**config.mk**
```make
export PLATFORM = sky130hd
export DESIGN_NAME = monitor_channel_job_control
export DESIGN_NICKNAME = d
export VERILOG_FILES = /design/src/design/chan_pkg.sv /design/src/design/monitor_channel_job_control.sv
export SDC_FILE = /design/constraint.sdc
export NUM_CORES = 1
export LEC_CHECK = 0
export BUFFER_PORTS_ARGS = -buffer_cell sky130_fd_sc_hd__buf_2
export CORE_MARGIN = 5
export CORE_UTILIZATION = 45
export CTS_BUF_LIST = sky130_fd_sc_hd__clkbuf_2
export DETAILED_ROUTE_END_ITERATION = 7
export HOLD_SLACK_MARGIN = 0.03
export PLACE_DENSITY = 0.76
export SLEW_MARGIN = 5
export SYNTH_ARGS = -nofsm -noshare
export SYNTH_HDL_FRONTEND = slang
export SYNTH_SLANG_ARGS = --single-unit
```
**constraint.sdc**
```tcl
create_clock -name core_clk -period 4.8 [get_ports core_clk]
set_input_delay 0.72 -clock core_clk [delete_from_list [all_inputs] [get_ports core_clk]]
set_output_delay 0.72 -clock core_clk [all_outputs]
set_load 0.03 [all_outputs]
```
**src/design/chan_pkg.sv**
```systemverilog
`default_nettype none
package chan_pkg;
    // Channel counts (total, fieldbus), manual channel index, then widths
    localparam int NUM_CHAN     = 7;
    localparam int NUM_BUS_CHAN = 4;
    localparam int MANUAL_CHAN  = 6;
    localparam int CODE_W       = 4;
    localparam int RES_W        = 4;
    localparam int MAX_INST     = 4;
    localparam int SRC_W        = 3;

    // Register byte offsets
    localparam logic [11:0] OFS_ROUTE   = 12'h000;
    localparam logic [11:0] OFS_RUN     = 12'h004;
    localparam logic [11:0] OFS_IRQ_ST  = 12'h008;
    localparam logic [11:0] OFS_IRQ_CLR = 12'h00C;
    localparam logic [11:0] OFS_IRQ_EN  = 12'h010;
    localparam logic [11:0] OFS_JOBCFG  = 12'h014;
    localparam logic [11:0] OFS_SRCSEL  = 12'h018;
    localparam logic [11:0] OFS_REFDAT  = 12'h01C;
    localparam logic [11:0] OFS_LATCH   = 12'h020;

    // Reset values
    localparam logic [31:0] ROUTE_RST   = 32'h0000_0000;
    localparam logic [31:0] JOBCFG_RST  = 32'h0000_0000;

    // Field positions
    localparam int ROUTE_EN_BIT  = 0;
    localparam int ROUTE_DIO_BIT = 4;
    localparam int IRQ_STOP_BIT  = 8;

    typedef enum logic [1:0] {
        ST_IDLE  = 2'b00,
        ST_RUN   = 2'b01,
        ST_LEARN = 2'b11
    } chan_state_e;

    // Per-channel request from the controller
    typedef struct packed {
        logic              run_req;
        logic              learn_req;
        logic [CODE_W-1:0] recipe;
    } chan_req_s;
endpackage
`default_nettype wire

```
**src/design/monitor_channel_job_control.sv**
```systemverilog
// The implementer's own choices: the APB slave port and the address map.
`default_nettype none
// Contract
// - Seven channels: four fieldbus, two hardwired, one manual.
// - Up to seven jobs run at once, one per channel.
// - A job starts on any channel at any time, independently.
// - Results appear on the channel's own outputs by default.
// - The manual channel drives no result output.
// - Each channel takes run, recipe and learn, and reports status.
// - A job combines one to four instances evaluated together.
// - Learn cycles store reference data with each instance; the block keeps one refdat_q word loaded from inst_signal.
// - Learn set before start makes the cycle a learn cycle.
// - Run high starts and keeps the cycle; low stops it.
// - Motion permit is high exactly while the cycle runs.
// - Result outputs report evaluation outcome, several per job.
// - A fieldbus channel may route its result to a hardwired output.
// - Any sensor, analog or fieldbus input may feed an instance.
module monitor_channel_job_control #(
    parameter int NUM_CHAN = chan_pkg::NUM_CHAN,
    parameter int NUM_SRC  = 8,
    parameter int SIG_W    = 16
) (
    // Clock and reset
    input  wire logic                              core_clk,
    input  wire logic                              rst,
    // APB slave
    input  wire logic                              psel,
    input  wire logic                              penable,
    input  wire logic                              pwrite,
    input  wire logic [11:0]                       paddr,
    input  wire logic [31:0]                       pwdata,
    output logic      [31:0]                       prdata,
    output logic                                   pready,
    output logic                                   pslverr,
    // Controller requests, one per channel
    input  wire chan_pkg::chan_req_s [NUM_CHAN-1:0] chan_req,
    // Evaluation results from the strategy engine, one per channel
    input  wire logic [NUM_CHAN-1:0][chan_pkg::RES_W-1:0] inst_result,
    // Measurement sources for instance selection
    input  wire logic [NUM_SRC-1:0][SIG_W-1:0]     meas_src,
    // Status outputs
    output logic      [NUM_CHAN-1:0]               motion_permit,
    output logic      [NUM_CHAN-1:0]               learn_active,
    output logic [NUM_CHAN-1:0][chan_pkg::CODE_W-1:0] active_recipe,
    output logic [NUM_CHAN-1:0][chan_pkg::RES_W-1:0] result_out,
    output logic [NUM_CHAN-1:0][chan_pkg::MAX_INST-1:0] inst_enable,
    output logic      [SIG_W-1:0]                  inst_signal,
    output logic                                   ref_store,
    output logic                                   irq
);
    localparam int CW     = chan_pkg::CODE_W;
    localparam int RW     = chan_pkg::RES_W;
    localparam int SRC_WL = chan_pkg::SRC_W;
    localparam int MI     = chan_pkg::MAX_INST;

    chan_pkg::chan_state_e        state_q [NUM_CHAN];
    chan_pkg::chan_state_e        state_d [NUM_CHAN];
    logic [NUM_CHAN-1:0]          run_q;
    logic [NUM_CHAN-1:0][CW-1:0]  recipe_q;
    logic [NUM_CHAN-1:0][RW-1:0]  res_q;
    logic [31:0]                  route_q;
    logic [31:0]                  jobcfg_q;
    logic [SRC_WL-1:0]            srcsel_q;
    logic [31:0]                  refdat_q;
    logic [31:0]                  latch_q;
    logic [15:0]                  irq_st_q;
    logic [15:0]                  irq_en_q;
    logic [NUM_CHAN-1:0]          start_ev;
    logic [NUM_CHAN-1:0]          stop_ev;
    logic [NUM_CHAN-1:0]          learn_end;

    // Bus decode
    wire acc      = psel & penable;
    wire wr       = acc & pwrite;
    wire hit_rt   = paddr == chan_pkg::OFS_ROUTE;
    wire hit_run  = paddr == chan_pkg::OFS_RUN;
    wire hit_st   = paddr == chan_pkg::OFS_IRQ_ST;
    wire hit_clr  = paddr == chan_pkg::OFS_IRQ_CLR;
    wire hit_en   = paddr == chan_pkg::OFS_IRQ_EN;
    wire hit_job  = paddr == chan_pkg::OFS_JOBCFG;
    wire hit_src  = paddr == chan_pkg::OFS_SRCSEL;
    wire hit_ref  = paddr == chan_pkg::OFS_REFDAT;
    wire hit_lat  = paddr == chan_pkg::OFS_LATCH;
    wire hit_any  = hit_rt | hit_run | hit_st | hit_clr | hit_en |
                    hit_job | hit_src | hit_ref | hit_lat;
    wire [15:0] clr_mask = (wr && hit_clr) ? pwdata[15:0] : 16'h0000;

    // Zero-wait slave; unmapped addresses flag an error
    assign pready  = 1'b1;
    assign pslverr = acc & ~hit_any;

    // Read mux
    always_comb begin
        prdata = 32'h0000_0000;
        if (hit_rt) begin
            prdata = route_q;
        end else if (hit_run) begin
            prdata = {16'h0000, 1'b0, learn_active, 1'b0, run_q};
        end else if (hit_st) begin
            prdata = {16'h0000, irq_st_q};
        end else if (hit_en) begin
            prdata = {16'h0000, irq_en_q};
        end else if (hit_job) begin
            prdata = jobcfg_q;
        end else if (hit_src) begin
            prdata = {29'h0000_0000, srcsel_q};
        end else if (hit_ref) begin
            prdata = refdat_q;
        end else if (hit_lat) begin
            prdata = latch_q;
        end
    end

    // Per-channel cycle control; each channel is fully independent
    for (genvar c = 0; c < NUM_CHAN; c++) begin : g_chan
        wire rq = chan_req[c].run_req;
        always_comb begin
            state_d[c] = state_q[c];
            case (state_q[c])
                chan_pkg::ST_IDLE: begin
                    if (rq) begin
                        state_d[c] = chan_req[c].learn_req ?
                            chan_pkg::ST_LEARN : chan_pkg::ST_RUN;
                    end
                end
                default: begin
                    if (!rq) begin
                        state_d[c] = chan_pkg::ST_IDLE;
                    end
                end
            endcase
        end
        assign start_ev[c]  = (state_q[c] == chan_pkg::ST_IDLE) & rq;
        assign stop_ev[c]   = (state_q[c] != chan_pkg::ST_IDLE) & ~rq;
        assign learn_end[c] = (state_q[c] == chan_pkg::ST_LEARN) & ~rq;

        // Latch recipe at start so mid-cycle changes cannot switch jobs
        always_ff @(posedge core_clk) begin
            if (rst) begin
                state_q[c]  <= chan_pkg::ST_IDLE;
                recipe_q[c] <= '0;
            end else begin
                state_q[c] <= state_d[c];
                if (start_ev[c]) begin
                    recipe_q[c] <= chan_req[c].recipe;
                end
            end
        end

        assign run_q[c]         = state_q[c] != chan_pkg::ST_IDLE;
        assign motion_permit[c] = run_q[c];
        assign learn_active[c]  = state_q[c] == chan_pkg::ST_LEARN;
        assign active_recipe[c] = recipe_q[c];
        // One to four instances; count field 0 means one
        assign inst_enable[c] =
            run_q[c] ? MI'((8'h02 <<
                jobcfg_q[2*c +: 2]) - 8'h01) : '0;

        // Result routing: own output, or a hardwired channel for bus ones
        wire rt_en = (c < chan_pkg::NUM_BUS_CHAN) &&
                     route_q[c + chan_pkg::ROUTE_EN_BIT];
        always_ff @(posedge core_clk) begin
            if (rst) begin
                res_q[c] <= '0;
            end else if (c == chan_pkg::MANUAL_CHAN) begin
                res_q[c] <= '0;
            end else if (c >= chan_pkg::NUM_BUS_CHAN &&
                         c < chan_pkg::MANUAL_CHAN) begin
                // Hardwired slot: takes routed bus results, else its own
                res_q[c] <= routed_any(c) ? routed_res(c) :
                            (run_q[c] ? inst_result[c] : '0);
            end else begin
                res_q[c] <= (run_q[c] && !rt_en) ?
                            inst_result[c] : '0;
            end
        end
        assign result_out[c] = res_q[c];
    end

    // Route bus channel b to hardwired slot 4 (bit 0) or 5 (bit 1)
    function automatic logic routed_any(input int slot);
        logic r;
        r = 1'b0;
        for (int b = 0; b < chan_pkg::NUM_BUS_CHAN; b++) begin
            if (route_q[chan_pkg::ROUTE_EN_BIT + b] && run_q[b] &&
                (int'(route_q[chan_pkg::ROUTE_DIO_BIT + b]) +
                 chan_pkg::NUM_BUS_CHAN == slot)) begin
                r = 1'b1;
            end
        end
        return r;
    endfunction
    // Two bus channels on one slot are OR'ed; software should avoid that
    function automatic logic [RW-1:0] routed_res(input int slot);
        logic [RW-1:0] r;
        r = '0;
        for (int b = 0; b < chan_pkg::NUM_BUS_CHAN; b++) begin
            if (route_q[chan_pkg::ROUTE_EN_BIT + b] && run_q[b] &&
                (int'(route_q[chan_pkg::ROUTE_DIO_BIT + b]) +
                 chan_pkg::NUM_BUS_CHAN == slot)) begin
                r = r | inst_result[b];
            end
        end
        return r;
    endfunction

    // Instance source select: acoustic, analog or fieldbus inputs
    assign inst_signal = meas_src[srcsel_q];
    // Reference data captured when a learn cycle ends
    assign ref_store = |learn_end;

    // Software registers; hardware set wins over software clear
    always_ff @(posedge core_clk) begin
        if (rst) begin
            route_q  <= chan_pkg::ROUTE_RST;
            jobcfg_q <= chan_pkg::JOBCFG_RST;
            srcsel_q <= '0;
            refdat_q <= '0;
            latch_q  <= '0;
            irq_en_q <= '0;
            irq_st_q <= '0;
        end else begin
            if (wr && hit_rt)  route_q  <= pwdata;
            if (wr && hit_job) jobcfg_q <= pwdata;
            if (wr && hit_src) srcsel_q <= pwdata[SRC_WL-1:0];
            if (wr && hit_en)  irq_en_q <= pwdata[15:0];
            if (|learn_end) refdat_q <= {{(32-SIG_W){1'b0}}, inst_signal};
            if (|start_ev) latch_q <= {25'h000_0000, start_ev};
            irq_st_q <= (irq_st_q & ~clr_mask) |
                {1'b0, stop_ev, 1'b0, start_ev};
        end
    end
    assign irq = |(irq_st_q & irq_en_q);

    // Per-channel cycle checks; every channel obeys the same rules, so
    // a fault confined to one channel index still gets caught
    for (genvar g = 0; g < NUM_CHAN; g++) begin : g_chk

        // Bus channels only: a routed channel keeps its own output quiet
        if (g < chan_pkg::NUM_BUS_CHAN) begin : g_bus

        end
    end
endmodule
`default_nettype wire

```
======== Word level (Yosys, flattened, before mapping) ========
Memories as Yosys holds them, arrays and structs flattened.
Cells that the tools add are included.
word-level totals
  RAM bits ................................ 14
  memories ................................ 1
  bits of input ports ..................... 247
  bits in latches ......................... 0
  bits in read-only memories .............. 0
  register bits ........................... 174
  logic and storage cells ................. 255
  output and inout bits ................... 150
operators by class
  reduce and logical (&&, ||, !) cells .... 47
  muxes and demuxes ....................... 84
  equality and inequality tests ........... 23
  bitwise operators ....................... 61
  add/sub/neg operators ................... 11
  multiply operators ...................... 0
  div/mod/pow operators ................... 0
  magnitude comparators ................... 1
  shift operators ......................... 7
memories
  memory   depth  bits a word  rd ports  clocked after memory_dff  write ports  RTL line                           RTL
  state_q  7      2            7         0                         7            monitor_channel_job_control.sv:56  chan_pkg::chan_state_e state_q [NUM_CHAN];
operators by type and width
  kind                                                  number
  two-way mux 32 bit                                    5
  equality test 32 x 4 -> 1 bit, second input constant  4
  two-way mux 4 bit                                     25
  two-way mux 2 bit                                     35
  two-way mux 16 bit                                    4
  binary-select mux 16 bit (select 3 bit)               1
  equality test 12 x 5 -> 1 bit, second input constant  4
  AND 16 bit                                            2
  left shift 2 x 2 -> 4 bit, first input constant       7
  subtractor 4 x 1 -> 4 bit, second input constant      7
  AND 1 bit                                             24
  equality test 12 x 4 -> 1 bit, second input constant  2
  OR 4 bit                                              6
  logical AND 1 bit                                     21
  adder 1 x 3 -> 4 bit, second input constant           4
  equality test 4 x 3 -> 1 bit, second input constant   4
  inverter 16 bit                                       1
  OR 16 x 15 -> 16 bit                                  1
  OR reduction 16 bit                                   1
  OR 1 bit                                              15
  equality test 2 bit, second input constant            7
  zero test 2 bit                                       7
  nonzero test 2 bit                                    7
  OR reduction 7 bit                                    2
  other kinds (9)                                       38

======== Longest topological paths before layout ========
Gate-level depths: netlist of the first run.
An unclocked memory read counts as a cell.
  depth in word-level cells ............... 15
  gate-level depth with buffers ........... 10

======== Worst setup path before layout of the first run ========
No wires, ideal clock.
  path kind ............................... input to output
  from .................................... input port paddr[3]
  to ...................................... output port prdata[3]
  stages .................................. 7
  setup slack ............................. 1590 ps
  required time ........................... 4080 ps
  arrival time ............................ 2490 ps
  path through ............................ nor2b_1 -> and2_0 -> clkbuf_1 -> and4_1 -> clkbuf_1 -> a211oi_1 -> o21ai_0
on the way
  longest elaborated chain between the ends .. 9
ends and longest elaborated chain
  what                           RTL line                            RTL
  start: declaration             monitor_channel_job_control.sv:30   input wire logic [11:0] paddr,
  equality test 12 x 6 -> 1 bit  monitor_channel_job_control.sv:83   wire hit_lat = paddr == chan_pkg::OFS_LATCH;
  two-way mux 7 bit              monitor_channel_job_control.sv:109  end else if (hit_lat) begin
  two-way mux 16 bit             monitor_channel_job_control.sv:107  end else if (hit_ref) begin
  two-way mux 16 bit             monitor_channel_job_control.sv:105  end else if (hit_src) begin
  two-way mux 32 bit             monitor_channel_job_control.sv:103  end else if (hit_job) begin
  two-way mux 32 bit             monitor_channel_job_control.sv:101  end else if (hit_en) begin
  two-way mux 32 bit             monitor_channel_job_control.sv:99   end else if (hit_st) begin
  two-way mux 32 bit             monitor_channel_job_control.sv:97   end else if (hit_run) begin
  two-way mux 32 bit *           monitor_channel_job_control.sv:95   if (hit_rt) begin
  end: declaration               monitor_channel_job_control.sv:32   output logic [31:0] prdata,
Every way passes the cells marked *; elsewhere a longest branch is shown, timed or not.

======== Final worst setup path of the first run ========
  from .................................... input port paddr[2]
  to ...................................... output port prdata[2]
Same word-level chain as after synthesis.

==> results of run 1 <==
## stage by stage
| step | setup WS (ps) | instances | util [%] |
|---|---|---|---|
| floorplan | 1590 | 1095 | - |
| global placement | 986.0 | 1680 | 55.01 |
| detailed placement | 948.1 | 1680 | 55.01 |
| CTS | 824.2 | 1712 | 56.18 |
| global route | 694.3 | 1713 | 56.20 |
| finish | 854.0 | 1713 | 56.20 |
## worst max path at each step
stage / start / to / cells past startpoint
finish: paddr[2] / prdata[2] / 7
global route: srcsel_q[0] / inst_signal[12] / 4
CTS: srcsel_q[0] / inst_signal[12] / 4
detailed placement: paddr[2] / prdata[2] / 7
global placement: paddr[2] / prdata[2] / 7
floorplan: paddr[3] / prdata[3] / 7
## power by group through the flow
stage	clock network, mW	registers [mW]	logic [mW]
after floorplan	0	2.02	0.966
after global placement	0	1.89	1.59
after detailed placement	0	1.90	1.62
after CTS	0.816	1.87	1.63
after global routing	0.889	1.90	1.76
final	0.800	1.88	1.66
## layout by cell type (no fill, tap or decap), types with 4 or more instances in the layout
cell	count
a211oi_1	8
a21oi_1	110
a221o_1	4
a221oi_1	12
a22o_1	29
a22oi_1	6
a311oi_1	14
a31oi_1	6
and2_1	30
and3_1	13
and4_1	4
buf_2	386
buf_4	12
clkbuf_2	18
clkinv_4	4
conb_1	5
dfxtp_1	187
ha_1	14
inv_1	32
inv_8	4
mux2_2	18
mux2i_1	54
mux4_2	32
nand2_1	196
nand2b_1	4
nand4_1	8
nor2_1	112
nor3_1	12
nor3_2	4
nor3b_1	4
nor4b_1	6
o21ai_0	19
o22ai_1	5
o2bb2ai_1	9
or2_2	7
or4_1	4
## area by class of cell
class	count	area [um^2]	area share (%)
Inverter	32	120.1	1.027
Timing Repair Buffer	399	2042	17.45
Antenna cell	1	2.502	0.02139
Clock inverter	14	153.9	1.315
Tap cell	275	344.1	2.941
Sequential cell	188	3765	32.17
Clock buffer	18	90.09	0.7699
Multi-Input combinational cell	786	5184	44.30
## sequential cells by signal (all words and copies together) (netlist names)
name,cells
active_recipe,28
irq_st_q,16
latch_q,7
route_q,32
state_q,14
irq_en_q,16
refdat_q,16
jobcfg_q,32
srcsel_q,3
result_out,24
## routing by layer
| layer | global-route usage [%] | vias to the layer above |
|---|---|---|
| met4 | 7.822 | 0 |
| met2 | 47.36 | 561 |
| met3 | 7.331 | 66 |
| met1 | 39.63 | 4607 |
| met5 | 0 | - |
| li1 | - | 4515 |
## critical path, delay by kind of cell
kind | cells | cell delay (ps)
simple gates | 2 | 1210
buf+inv | 2 | 650
compound gates | 3 | 640
## kinds of logic after synthesis
family	Yosys count	synth area share [%]
and+or+nand+nor	431	21.20
AOI/OAI and AO/OA	232	15.99
DFF	188	39.88
buffers and inverters	121	5.476
muxes	104	15.51
adders and majority gates	14	1.856
other	2	0.07958
==> impl.org, run 1 <==
** Power
- Summed over all nets, the switching power comes to 1.873 mW.
- In this run, the combinational gates consume 38.2% of the power.
- Cell internal power dissipation :: 2.459 mW
- Power density over the cells :: 370.2 nW/um^2
- Net switching is 43.23% of the power.
- For this design the static power due to leakage is 5.204 nW.
- Worst-case vdd ir drop :: 0.2976 mV
- After layout, the design draws a total of 4.332 mW.
- Of the total power, the clock network draws 18.5%.
- Sequential share of power :: 43.3%

** Die
- The die is 154.8 um tall.
- Effective utilization at floorplan :: 45.32%
- In this run the standard cell core region covers 20820 um^2.
- Die Footprint :: 23970 um^2
- Row generation in the floorplan step produced 53 rows.
- 397 I/O pins were placed.
- The floorplan step set the die width to 154.8 um.

** Finish
- The final layout contains 1685 nets.
- The post-route netlist has 34.79% of its cells at a drive strength greater than 1.
- Post-layout instance area :: 11700 um^2
- The area growth from synthesis to layout is 24.00%.
- The filler cells instantiated in the layout total 1958.

** Synthesis
- Summing every instance area after synthesis gives 9437 um^2.
- Commonest register cell after synthesis :: dfxtp_1
- Counting instances in the post-synthesis netlist gives the leading cell types as 196 x nand2_1, 188 x dfxtp_1, 113 x nor2_1, 110 x a21oi_1, 59 x clkbuf_1.
- Synthesis handed over a netlist of 1092 instances.
- Yosys attributes the largest share of cell area to dfxtp_1 40%, nand2_1 7.8%, mux4_2 7.6%.
- Proportion of register bits with asynchronous set or reset after synthesis :: 0%
- In this run, synthesis produced a sequential element count of 188.
- Area share of the leading cell type in the synthesized netlist :: 39.88%
- The synthesized design contains 0 enable-type register cells.
- Cell with the most instances after synthesis :: nand2_1
- Number of warnings printed during yosys synthesis :: 0
- Mean area per synthesized cell :: 8.642 um^2
- Share of the yosys chip area belonging to registers :: 39.88%
- Of all cell types, the one taking the most synthesized area is dfxtp_1.
- Count of distinct cell types in the synthesized netlist :: 56

** Clock tree
- Clock latency on the worst-skew pair, taken at its later pin, is 780 ps.
- CTS tree :: built
- Buffer count from post-CTS setup fixing :: 0
- CTS hold repair buffers :: 0
- Counting along the longest clock path gives a buffer depth of 2.
- Clock net sink count :: 188
- Level count of the clock H-tree :: 4
- Number of gates resized after cts :: 0
- Clock transition at the registers of the reported paths :: 290 ps
- Clock tree synthesis inserted a total of 17 buffers.
- Clock tree synthesis selected as its root buffer the cell clkbuf_2.

** Timing
- Measured against its own limit, the worst slew margin works out to 23.95%.
- Setup repair after global routing left no endpoint under its margin.
- Clock skew on the completed layout was measured at 37.46 ps.
- Final Max Slew Viols :: 0
- Number of failing setup endpoints in the final timing report :: 0
- Final-layout setup total negative slack :: 0 ps
- Across all hold checks on the routed design, the worst slack comes to 118.5 ps.
- Tcrit/Tclk final :: 82.21%
- The final hold violation count is 0.
- Counting I/O delays and the setup requirement, the final critical path takes 3946 ps.
- Static timing analysis puts the maximum clock frequency at 0.2534 GHz.
- Slew @ Worst Pin :: 1130 ps

** Place
- Routability-driven placement finished with a final weighted congestion of 0.9884.
- After detailed placement, the total cell area comes to 11450 um^2.
- Input and output buffers added on the ports amount to 387.
- HPWL Detailed :: 28440 um

** Global route
- Pin count of the biggest net entering global routing :: 97
- The first global-routing pass estimated 54790 um of wire.
- Number of global-route vias before repair :: 9375
- Antenna violations before repair :: 1
- Across every metal layer, demand over resource in global routing totals 29.42%.
- Remaining global-route overflow :: 0

** Routing
- The detailed router put a total of 14460 um of wire on met1.
- Wire per inst :: 21.44 um
- The pre-antenna-repair detailed-routing pass consisted of 8 iterations.
- Vias per cell :: 5.691
- Wire segments on met3 add up to 4335 um in the final route.
- After detailed routing, the total wire length is 36730 um.
- The detailed router used layers up to and including met4.
- Via total after detailed routing :: 9749
- Iter 0 DRT Violations :: 1003
- Number of nets with antenna violations after routing :: 0
- DRC violation count after routing :: 0
- Met2 routed wirelength :: 17060 um

** Critical path
- Crit path capture type :: primary output
- Critical-path maximum fanout :: 24
- Among the stages of the critical path, the cell type that occurs most often is buf_2.
- Crit path max-delay cell type :: or3_1
- The setup check on the worst reg-to-reg path leaves a slack of 1570 ps.
- Endpoint arrival time on the critical path :: 3230 ps
- Launch point of the worst reg-to-reg path :: state_q[3][0]
- The critical path in this run is classified as input pin to primary output.
- Critical Path Start Type :: input pin
- Data required time of the critical path :: 4080 ps
- For this run, the slowest stage of the critical path takes 610 ps.
- Worst r2r dst :: latch_q[4]
- For the worst flop-to-flop path, the logic depth is 8.
- Traced cell by cell, the critical path runs through buf_2 -> or4b_1 -> or3_1 -> o221ai_2 -> a31oi_1 -> a221o_1 -> buf_2.

** Min path
- In this run the most critical hold path is launched from pwdata[15].
- The worst hold path belongs to the class input pin to flop.
- Hold Path Depth :: 2
- Worst hold endpoint :: irq_st_q[15]

** Job
- Max-cap check violation count :: 0

** Outcome
- The flow ran to the end, and the final reports show no timing, DRC or antenna violations.
No activity file was read; power rests on OpenSTA's default activity.
==> run 2, diff against run 1 <==
ABC_AREA = 1   (was not set)
PLACE_DENSITY = 0.79   (was 0.76)
clock period = 3.4 ns   (was 4.8 ns; I/O delays follow)
==> run 2 against run 1 <==
Sequential power grew 44%; critical path type is now flop to primary output; die area up 0.28%; register-to-register slack worse by 840 ps; highest routed layer unchanged; sequential cell count unchanged.
==> impl.org, run 2 <==
** Global route
- The largest net degree at the start of global routing came to 66 (-32%).
- Antenna violations before repair :: 2 (+1)
- Number of global-route vias before repair :: 10950 (+17%)
- Remaining global-route overflow :: 0 (unchanged)
- Overall track demand over capacity in global routing :: 29.58% (+0.16 points)
- Wire length of the first global-routing pass :: 57040 um (+4.1%)

** Die
- The total I/O pin count is 397 (unchanged).
- The number of placement rows is 53 (unchanged).
- Die Footprint :: 24030 um^2 (+0.28%)
- The core region area came to 20890 um^2 (+0.32%).
- Vertical die dimension :: 155.0 um (+0.14%)
- Effective utilization at floorplan :: 45.31% (about the same)
- The die outline width is 155.0 um (+0.14%).

** Place
- The worst slack at placement came to 560.7 ps (-387.4 ps).
- The quantity of I/O buffers inserted on ports came to 387 (unchanged).
- Placer congestion estimate :: 0.9470 (-4.2%)
- The final HPWL from detailed placement is 26850 um (-5.6%).

** Synthesis
- Total standard cell area after synthesis :: 9465 um^2 (+0.30%)
- The synthesized design spends more area on one cell type than any other, namely dfxtp_1.
- Mean area per synthesized cell :: 6.756 um^2 (-22%)
- Number of warnings printed during yosys synthesis :: 0 (unchanged)
- The distinct cell type count after synthesis was 31 (-45%).
- Area share of the leading cell type in the synthesized netlist :: 39.76% (-0.12 points)
- The post-synthesis cell count was 1401 (+28%).
- The sequential share of the synthesized area was 39.76% (-0.12 points).
- The count of flip-flops with a built-in enable after synthesis is 0 (unchanged).
- Sorting the synthesized cells by how often they occur yields 226 x nand2_1, 216 x nor2_1, 188 x dfxtp_1, 148 x o21ai_0, 144 x a21oi_1.
- Yosys instantiated no cell more often than nand2_1.
- In the post-synthesis netlist, the biggest area contributors are dfxtp_1 40%, nand2_1 9.0%, nor2_1 8.6%.
- The most used flip-flop cell after synthesis is dfxtp_1.
- The share of synthesized flip-flops with an asynchronous set or reset is 0% (unchanged).
- FF+latch count, synth :: 188 (unchanged)

** Timing
- The final hold violation count came to 0 (unchanged).
- Final critical-path setup slack :: 244.1 ps (-609.9 ps)
- The slew of the pin with the lowest slew margin came to 972.1 ps (-158.2 ps).
- The clock period could shrink to 3156 ps.
- Of the available clock period, the critical path in the final layout requires 92.82%.
- The worst hold-check slack is 78.07 ps (-40.47 ps).
- Final Max Slew Viols :: 0 (unchanged)
- The setup TNS was 0 ps (unchanged).
- Final Skew :: 50.14 ps (+12.68 ps)
- Worst max-slew margin expressed relative to the limit :: 34.97% (+11 points)
- The count of final setup violators is 0 (unchanged).
- Max Clk Rate :: 0.3169 GHz
- Setup repair after global routing left no endpoint under its margin.

** Finish
- The area of combinational cells with multiple inputs was 4669 um^2 (-9.9%).
- Final nets :: 2085 (+24%)
- Leaving out fill and tap cells, the most frequent cell in the layout is buf_2.
- The count of fill cells added during filler insertion is 1869 (-4.5%).
- Synthesis-to-layout area growth :: 32.16%
- Most frequent cells in the layout :: 387 x buf_2, 226 x nand2_1, 216 x nor2_1
- FF+latch area :: 3765 um^2 (unchanged)
- Fraction of final layout cells with drive strength greater than 1 :: 25.42% (-9.4 points)

** Clock tree
- In this run the clock root is driven by a clkbuf_2.
- The buffers inserted during post-CTS setup optimization was 0 (unchanged).
- The count of clock tree sinks came to 188 (unchanged).
- The post-CTS clock slew at the launch and capture registers of the worst setup and hold paths came to 270 ps (-20 ps).
- The number of clock buffers inserted by TritonCTS was 17 (unchanged).
- The H-tree level count is 4 (unchanged).
- Clk Latency, worst-skew pair :: 780 ps (about the same)
- TritonCTS built the clock tree.
- The clock tree buffer depth was 2 (unchanged).

** Routing
- Via total after detailed routing :: 11380 (+17%)
- The mean number of vias per cell was 5.384 (-5.4%).
- Number of nets with antenna violations after routing :: 0 (unchanged)
- DRC violation count after routing :: 0 (unchanged)
- Wire length after detailed routing :: 37210 um (+1.3%)
- Wire per inst :: 17.60 um (-18%)
- Number of search-and-repair iterations in the first detailed-routing pass :: 5 (-3)
- Iter 0 DRT Violations :: 1124 (+12%)

** Power
- The standby leakage power came to 5.906 nW (+14%).
- The maximum VDD drop came to 0.4880 mV (+64%).
- The post-route total power is 6.111 mW (+41%).
- The total power per unit cell area came to 488.5 nW/um^2 (+32%).

** Min path
- The worst hold path belongs to the class input pin to flop.
- The depth of the worst hold-timing path was 3 (+1).

** Critical path
- The worst setup path is of the flop to primary output kind.
- The worst setup path is captured at a primary output.
- The data arrival time of the critical path came to 2650 ps (-580 ps).
- Data required time of the critical path :: 2890 ps (-1190 ps)
- Number of cells traversed by the worst register-to-register path :: 8 (unchanged)
- Critical-path maximum fanout :: 65 (+170%)
- Critical Path Start Type :: flop

** Job
- The number of max-cap violations came to 0 (unchanged).

** Outcome
- The run finished with clean final reports.
[run 2: final timing paths]
path                                       end  slack, ps           from
worst max-delay path            inst_signal[8]        240    srcsel_q[0]
worst max register to register      latch_q[1]        730  state_q[3][0]
worst min register to register    jobcfg_q[14]        470   jobcfg_q[14]
worst min-delay path               irq_en_q[1]         80      pwdata[1]
[run 2: cell families after synthesis]
group	Yosys count	synth area share (%)
AO/OA/AOI/OAI	408	22.63
adder cells (fa/ha/maj)	14	1.851
buffers and inverters	232	11.02
flip-flops	188	39.76
other	2	0.07934
AND/OR/NAND/NOR	557	24.65
[run 2: per-layer routing]
metal / part of all wire (%) / vias to the layer above / track usage, %
met5: 0 / - / 0
met4: 5.0 / 0 / 14.59
met3: 9.6 / 127 / 7.204
met2: 49 / 652 / 51.34
met1: 37 / 5145 / 33.96
li1: - / 5458 / -
[run 2: final cells by class]
type | count | share of cell area (%)
multi-input combinational | 984 | 37.33
sequential | 188 | 30.10
timing repair buffer | 488 | 23.30
inverter | 145 | 4.391
tap | 275 | 2.751
clock inverter | 15 | 1.410
clock buffer | 17 | 0.6801
antenna | 2 | 0.04001
[run 2: through the flow]
| stage | utilization [%] | instances | cell area [um^2] |
|---|---|---|---|
| 2_1_floorplan | - | 1404 | 9477 |
| 3_3_place_gp | 54.37 | 1992 | 11360 |
| 3_5_place_dp | 54.37 | 1992 | 11360 |
| 4_1_cts | 59.84 | 2112 | 12500 |
| 5_1_grt | 59.89 | 2114 | 12510 |
| 6_report | 59.89 | 2114 | 12510 |
[run 2: worst max-delay path: stages (launching register included)]
cell and delay, ps:
dfxtp_2 410, buf_4 480, o21ai_0 200, o22ai_1 280, nand2_1 100, nand2_1 170
buf_2 230
[run 2: power breakdown]
part           leakage [nW]  switching, mW  internal, mW  total [mW]
sequential             1.53          0.185          2.52        2.70
clock                 0.155          0.878         0.312        1.19
combinational          4.22           1.56         0.660        2.22
[run 2: timing repair]
action | in CTS | in global routing
gates resized for setup | 0 | 4
hold buffers | 88 | 0
endpoints found under the hold margin | 125 | 0
setup endpoints to repair | 0 | 2
==> run 3, diff against run 2 <==
BUFFER_PORTS_ARGS = -buffer_cell sky130_fd_sc_hd__clkbuf_2   (was -buffer_cell sky130_fd_sc_hd__buf_2)
==> run 3 against run 2 <==
Die area stayed put; critical endpoint is now prdata[5]; power is 1.3% higher; sequential power hardly changed; register-to-register slack hardly changed; combinational power hardly changed; first-iteration DRC count is 2.9% higher; core utilization is 0.23 points higher; critical path type unchanged; largest power group unchanged.
==> impl.org, run 3 (synthesis results as in run 2) <==
** Routing
- The detailed-router iteration count before antenna repair is 5 (unchanged).
- DRC violation count after routing :: 0 (unchanged)
- Wire per inst :: 17.54 um (-0.37%)
- Number of nets with antenna violations after routing :: 0 (unchanged)
- The vias after detailed routing came to 11280 (-0.90%).
- The starting DRC count in detailed routing is 1157 (+2.9%).
- The total wire length was 37090 um (-0.32%).
- Vias per cell :: 5.333 (-0.94%)

** Die
- Boundary pin count :: 397 (unchanged)
- Effective utilization at floorplan :: 45.31% (unchanged)
- The y dimension of the die was 155.0 um (unchanged).
- The die outline area is 24030 um^2 (unchanged).
- Standard-cell rows :: 53 (unchanged)
- The die outline width is 155.0 um (unchanged).
- The core region area was 20890 um^2 (unchanged).

** Critical path
- Crit path max-delay cell type :: nor2_1
- Critical-path maximum fanout :: 8 (-88%)
- The data arrival time of the critical path came to 2680 ps (+30 ps).
- The minimum setup slack among reg-to-reg paths came to 720 ps (about the same).
- Critical Path Start Type :: flop
- The critical path is of the flop to primary output type.
- The critical path required time was 2890 ps (about the same).
- Walking the worst path, the cells encountered are nor2_1 -> inv_1 -> nand2_1 -> nand4_1 -> clkbuf_2.
- Launch point of the worst reg-to-reg path :: state_q[3][0]
- Worst r2r dst :: latch_q[2]
- The number of cell instances on the worst register-to-register path came to 8 (unchanged).
- In this design, the largest share of critical-path delay is due to simple AND/OR/NAND/NOR gates.
- The largest stage delay on the critical path is 650 ps (+170 ps).
- Buffering stage count on the worst path with inverters included :: 2 (unchanged)
- Crit path capture type :: primary output

** Global route
- The number of antenna violations at the first check in global routing was 2 (unchanged).
- The overall track demand over capacity in global routing came to 29.24% (-0.34 points).
- Remaining global-route overflow :: 0 (unchanged)
- Number of global-route vias before repair :: 10730 (-1.9%)
- Wire length of the first global-routing pass :: 56160 um (-1.5%)
- The largest net degree at the start of global routing was 72 (+9.1%).

** Finish
- The fraction of final layout cells with drive strength greater than 1 came to 25.37% (-0.054 points).
- Leaving out fill and tap cells, the most frequent cell in the layout is clkbuf_2.
- Fill cell count :: 1903 (+1.8%)
- The number of nets at the end of the flow was 2085 (unchanged).
- From synthesis to final layout, the design area changed by 32.68%.
- Most frequent cells in the layout :: 404 x clkbuf_2, 226 x nand2_1, 216 x nor2_1

** Timing
- Hold Vio Cnt, Final :: 0 (unchanged)
- The final cycle utilization of the critical path was 93.78% (+0.96 points).
- The setup TNS came to 0 ps (unchanged).
- Post-route worst hold slack :: 113.9 ps (+35.80 ps)
- The peak clock frequency supported by timing was 0.3136 GHz (-1.0%).
- Final critical-path setup slack :: 211.6 ps (-32.52 ps)
- The count of final setup violators is 0 (unchanged).
- The worst setup skew after layout came to 40.74 ps (-9.403 ps).
- The final critical path time including I/O delays and setup was 3188 ps (+32.52 ps).
- Slew @ Worst Pin :: 825.4 ps (-146.7 ps)
- The tightest slew margin relative to the limit came to 44.77% (+9.8 points).
- Final Max Slew Viols :: 0 (unchanged)
- Setup repair after global routing left no endpoint under its margin.

** Place
- Post-placement worst setup slack :: 590.1 ps (+29.41 ps)
- The final HPWL from detailed placement came to 27170 um (+1.2%).
- The quantity of I/O buffers inserted on ports was 387 (unchanged).
- The final weighted congestion in routability-driven placement is 0.9135 (-3.5%).

** Min path
- The startpoint identified for the worst hold timing path is pwdata[0].
- The worst hold path belongs to the class input pin to flop.
- Worst hold endpoint :: irq_en_q[0]
- Hold Path Depth :: 3 (unchanged)

** Power
- Power density over the cells :: 493.0 nW/um^2 (+0.91%)
- Worst-case vdd ir drop :: 0.4957 mV (+1.6%)
- Static leakage :: 5.885 nW (-0.37%)
- The post-route total power came to 6.191 mW (+1.3%).

** Clock tree
- Clk buf depth :: 2 (unchanged)
- The number of clock buffers inserted by TritonCTS is 17 (unchanged).
- Clk Latency, worst-skew pair :: 790 ps (about the same)
- Cell at the root of the clock tree :: clkbuf_2
- Level count of the clock H-tree :: 4 (unchanged)
- The post-CTS clock slew at the launch and capture registers of the worst setup and hold paths is 290 ps (+20 ps).
- Clock net sink count :: 188 (unchanged)
- CTS tree :: built
- The buffers inserted during post-CTS setup optimization is 0 (unchanged).

** Outcome
- Run status :: finished clean

** Job
- The number of max-cap violations was 0 (unchanged).
[run 3: changes by cell type in the layout (fill, tap and decap cells not counted), sizes merged]
cell	delta
dlygate4sd3	+2
bufinv	+1
inv	-1
diode	+1
buf	-389
clkbuf	+387
[run 3: power by group]
group,switching (mW),internal [mW],leakage [nW]
Combinational,1.55,0.645,4.18
Sequential,0.195,2.52,1.53
Clock,0.892,0.389,0.170
Total,2.64,3.55,5.88
[run 3: how the worst max path moves through the flow]
stage               cells after the start           from  slack (ps)        endpoint
floorplan                               6      paddr[11]        1070       prdata[7]
global placement                       11      paddr[11]         580      prdata[15]
detailed placement                     11      paddr[11]         590       prdata[3]
CTS                                     7    srcsel_q[0]          70  inst_signal[7]
global route                            7  state_q[4][0]          30       prdata[4]
finish                                  5  state_q[5][0]         210       prdata[5]
[run 3: per-stage QoR]
stage                     instance area (um^2)  cells  util [%]
after global placement                   11350   1990     54.36
after floorplan                           9477   1404         -
after CTS                                12540   2112     60.05
after detailed placement                 11350   1990     54.36
after global routing                     12560   2114     60.11
final                                    12560   2115     60.12
[run 3: layout make-up]
class / instances / area (um^2) / share of cell area [%]
repair buffers: 488 / 2933 / 23.35
multi-input cells: 984 / 4669 / 37.18
diodes: 3 / 7.507 / 0.05978
well taps: 275 / 344.1 / 2.740
clock buffers: 17 / 85.08 / 0.6775
clock inverters: 15 / 202.7 / 1.614
flip-flops and latches: 188 / 3765 / 29.98
inverters: 145 / 551.8 / 4.394
[run 3: metal layers]
| metal | up-vias | GRT usage, % | routed length, um |
|---|---|---|---|
| li1 | 5466 | - | - |
| met1 | 5056 | 32.93 | 13710 |
| met2 | 612 | 50.94 | 18060 |
| met3 | 146 | 7.038 | 3348 |
| met4 | 0 | 15.73 | 1972 |
| met5 | - | 0 | 0 |
[run 3: repair_timing]
action                                 CTS  global route
gates resized for setup                  0             4
hold buffers                            90             0
endpoints found under the hold margin  134             0
setup endpoints to repair                0             8
[run 3: tightest hold or removal path, cell delays in order]
cell and delay, ps:
clkbuf_2 170, o21ai_0 180, a21oi_1 40
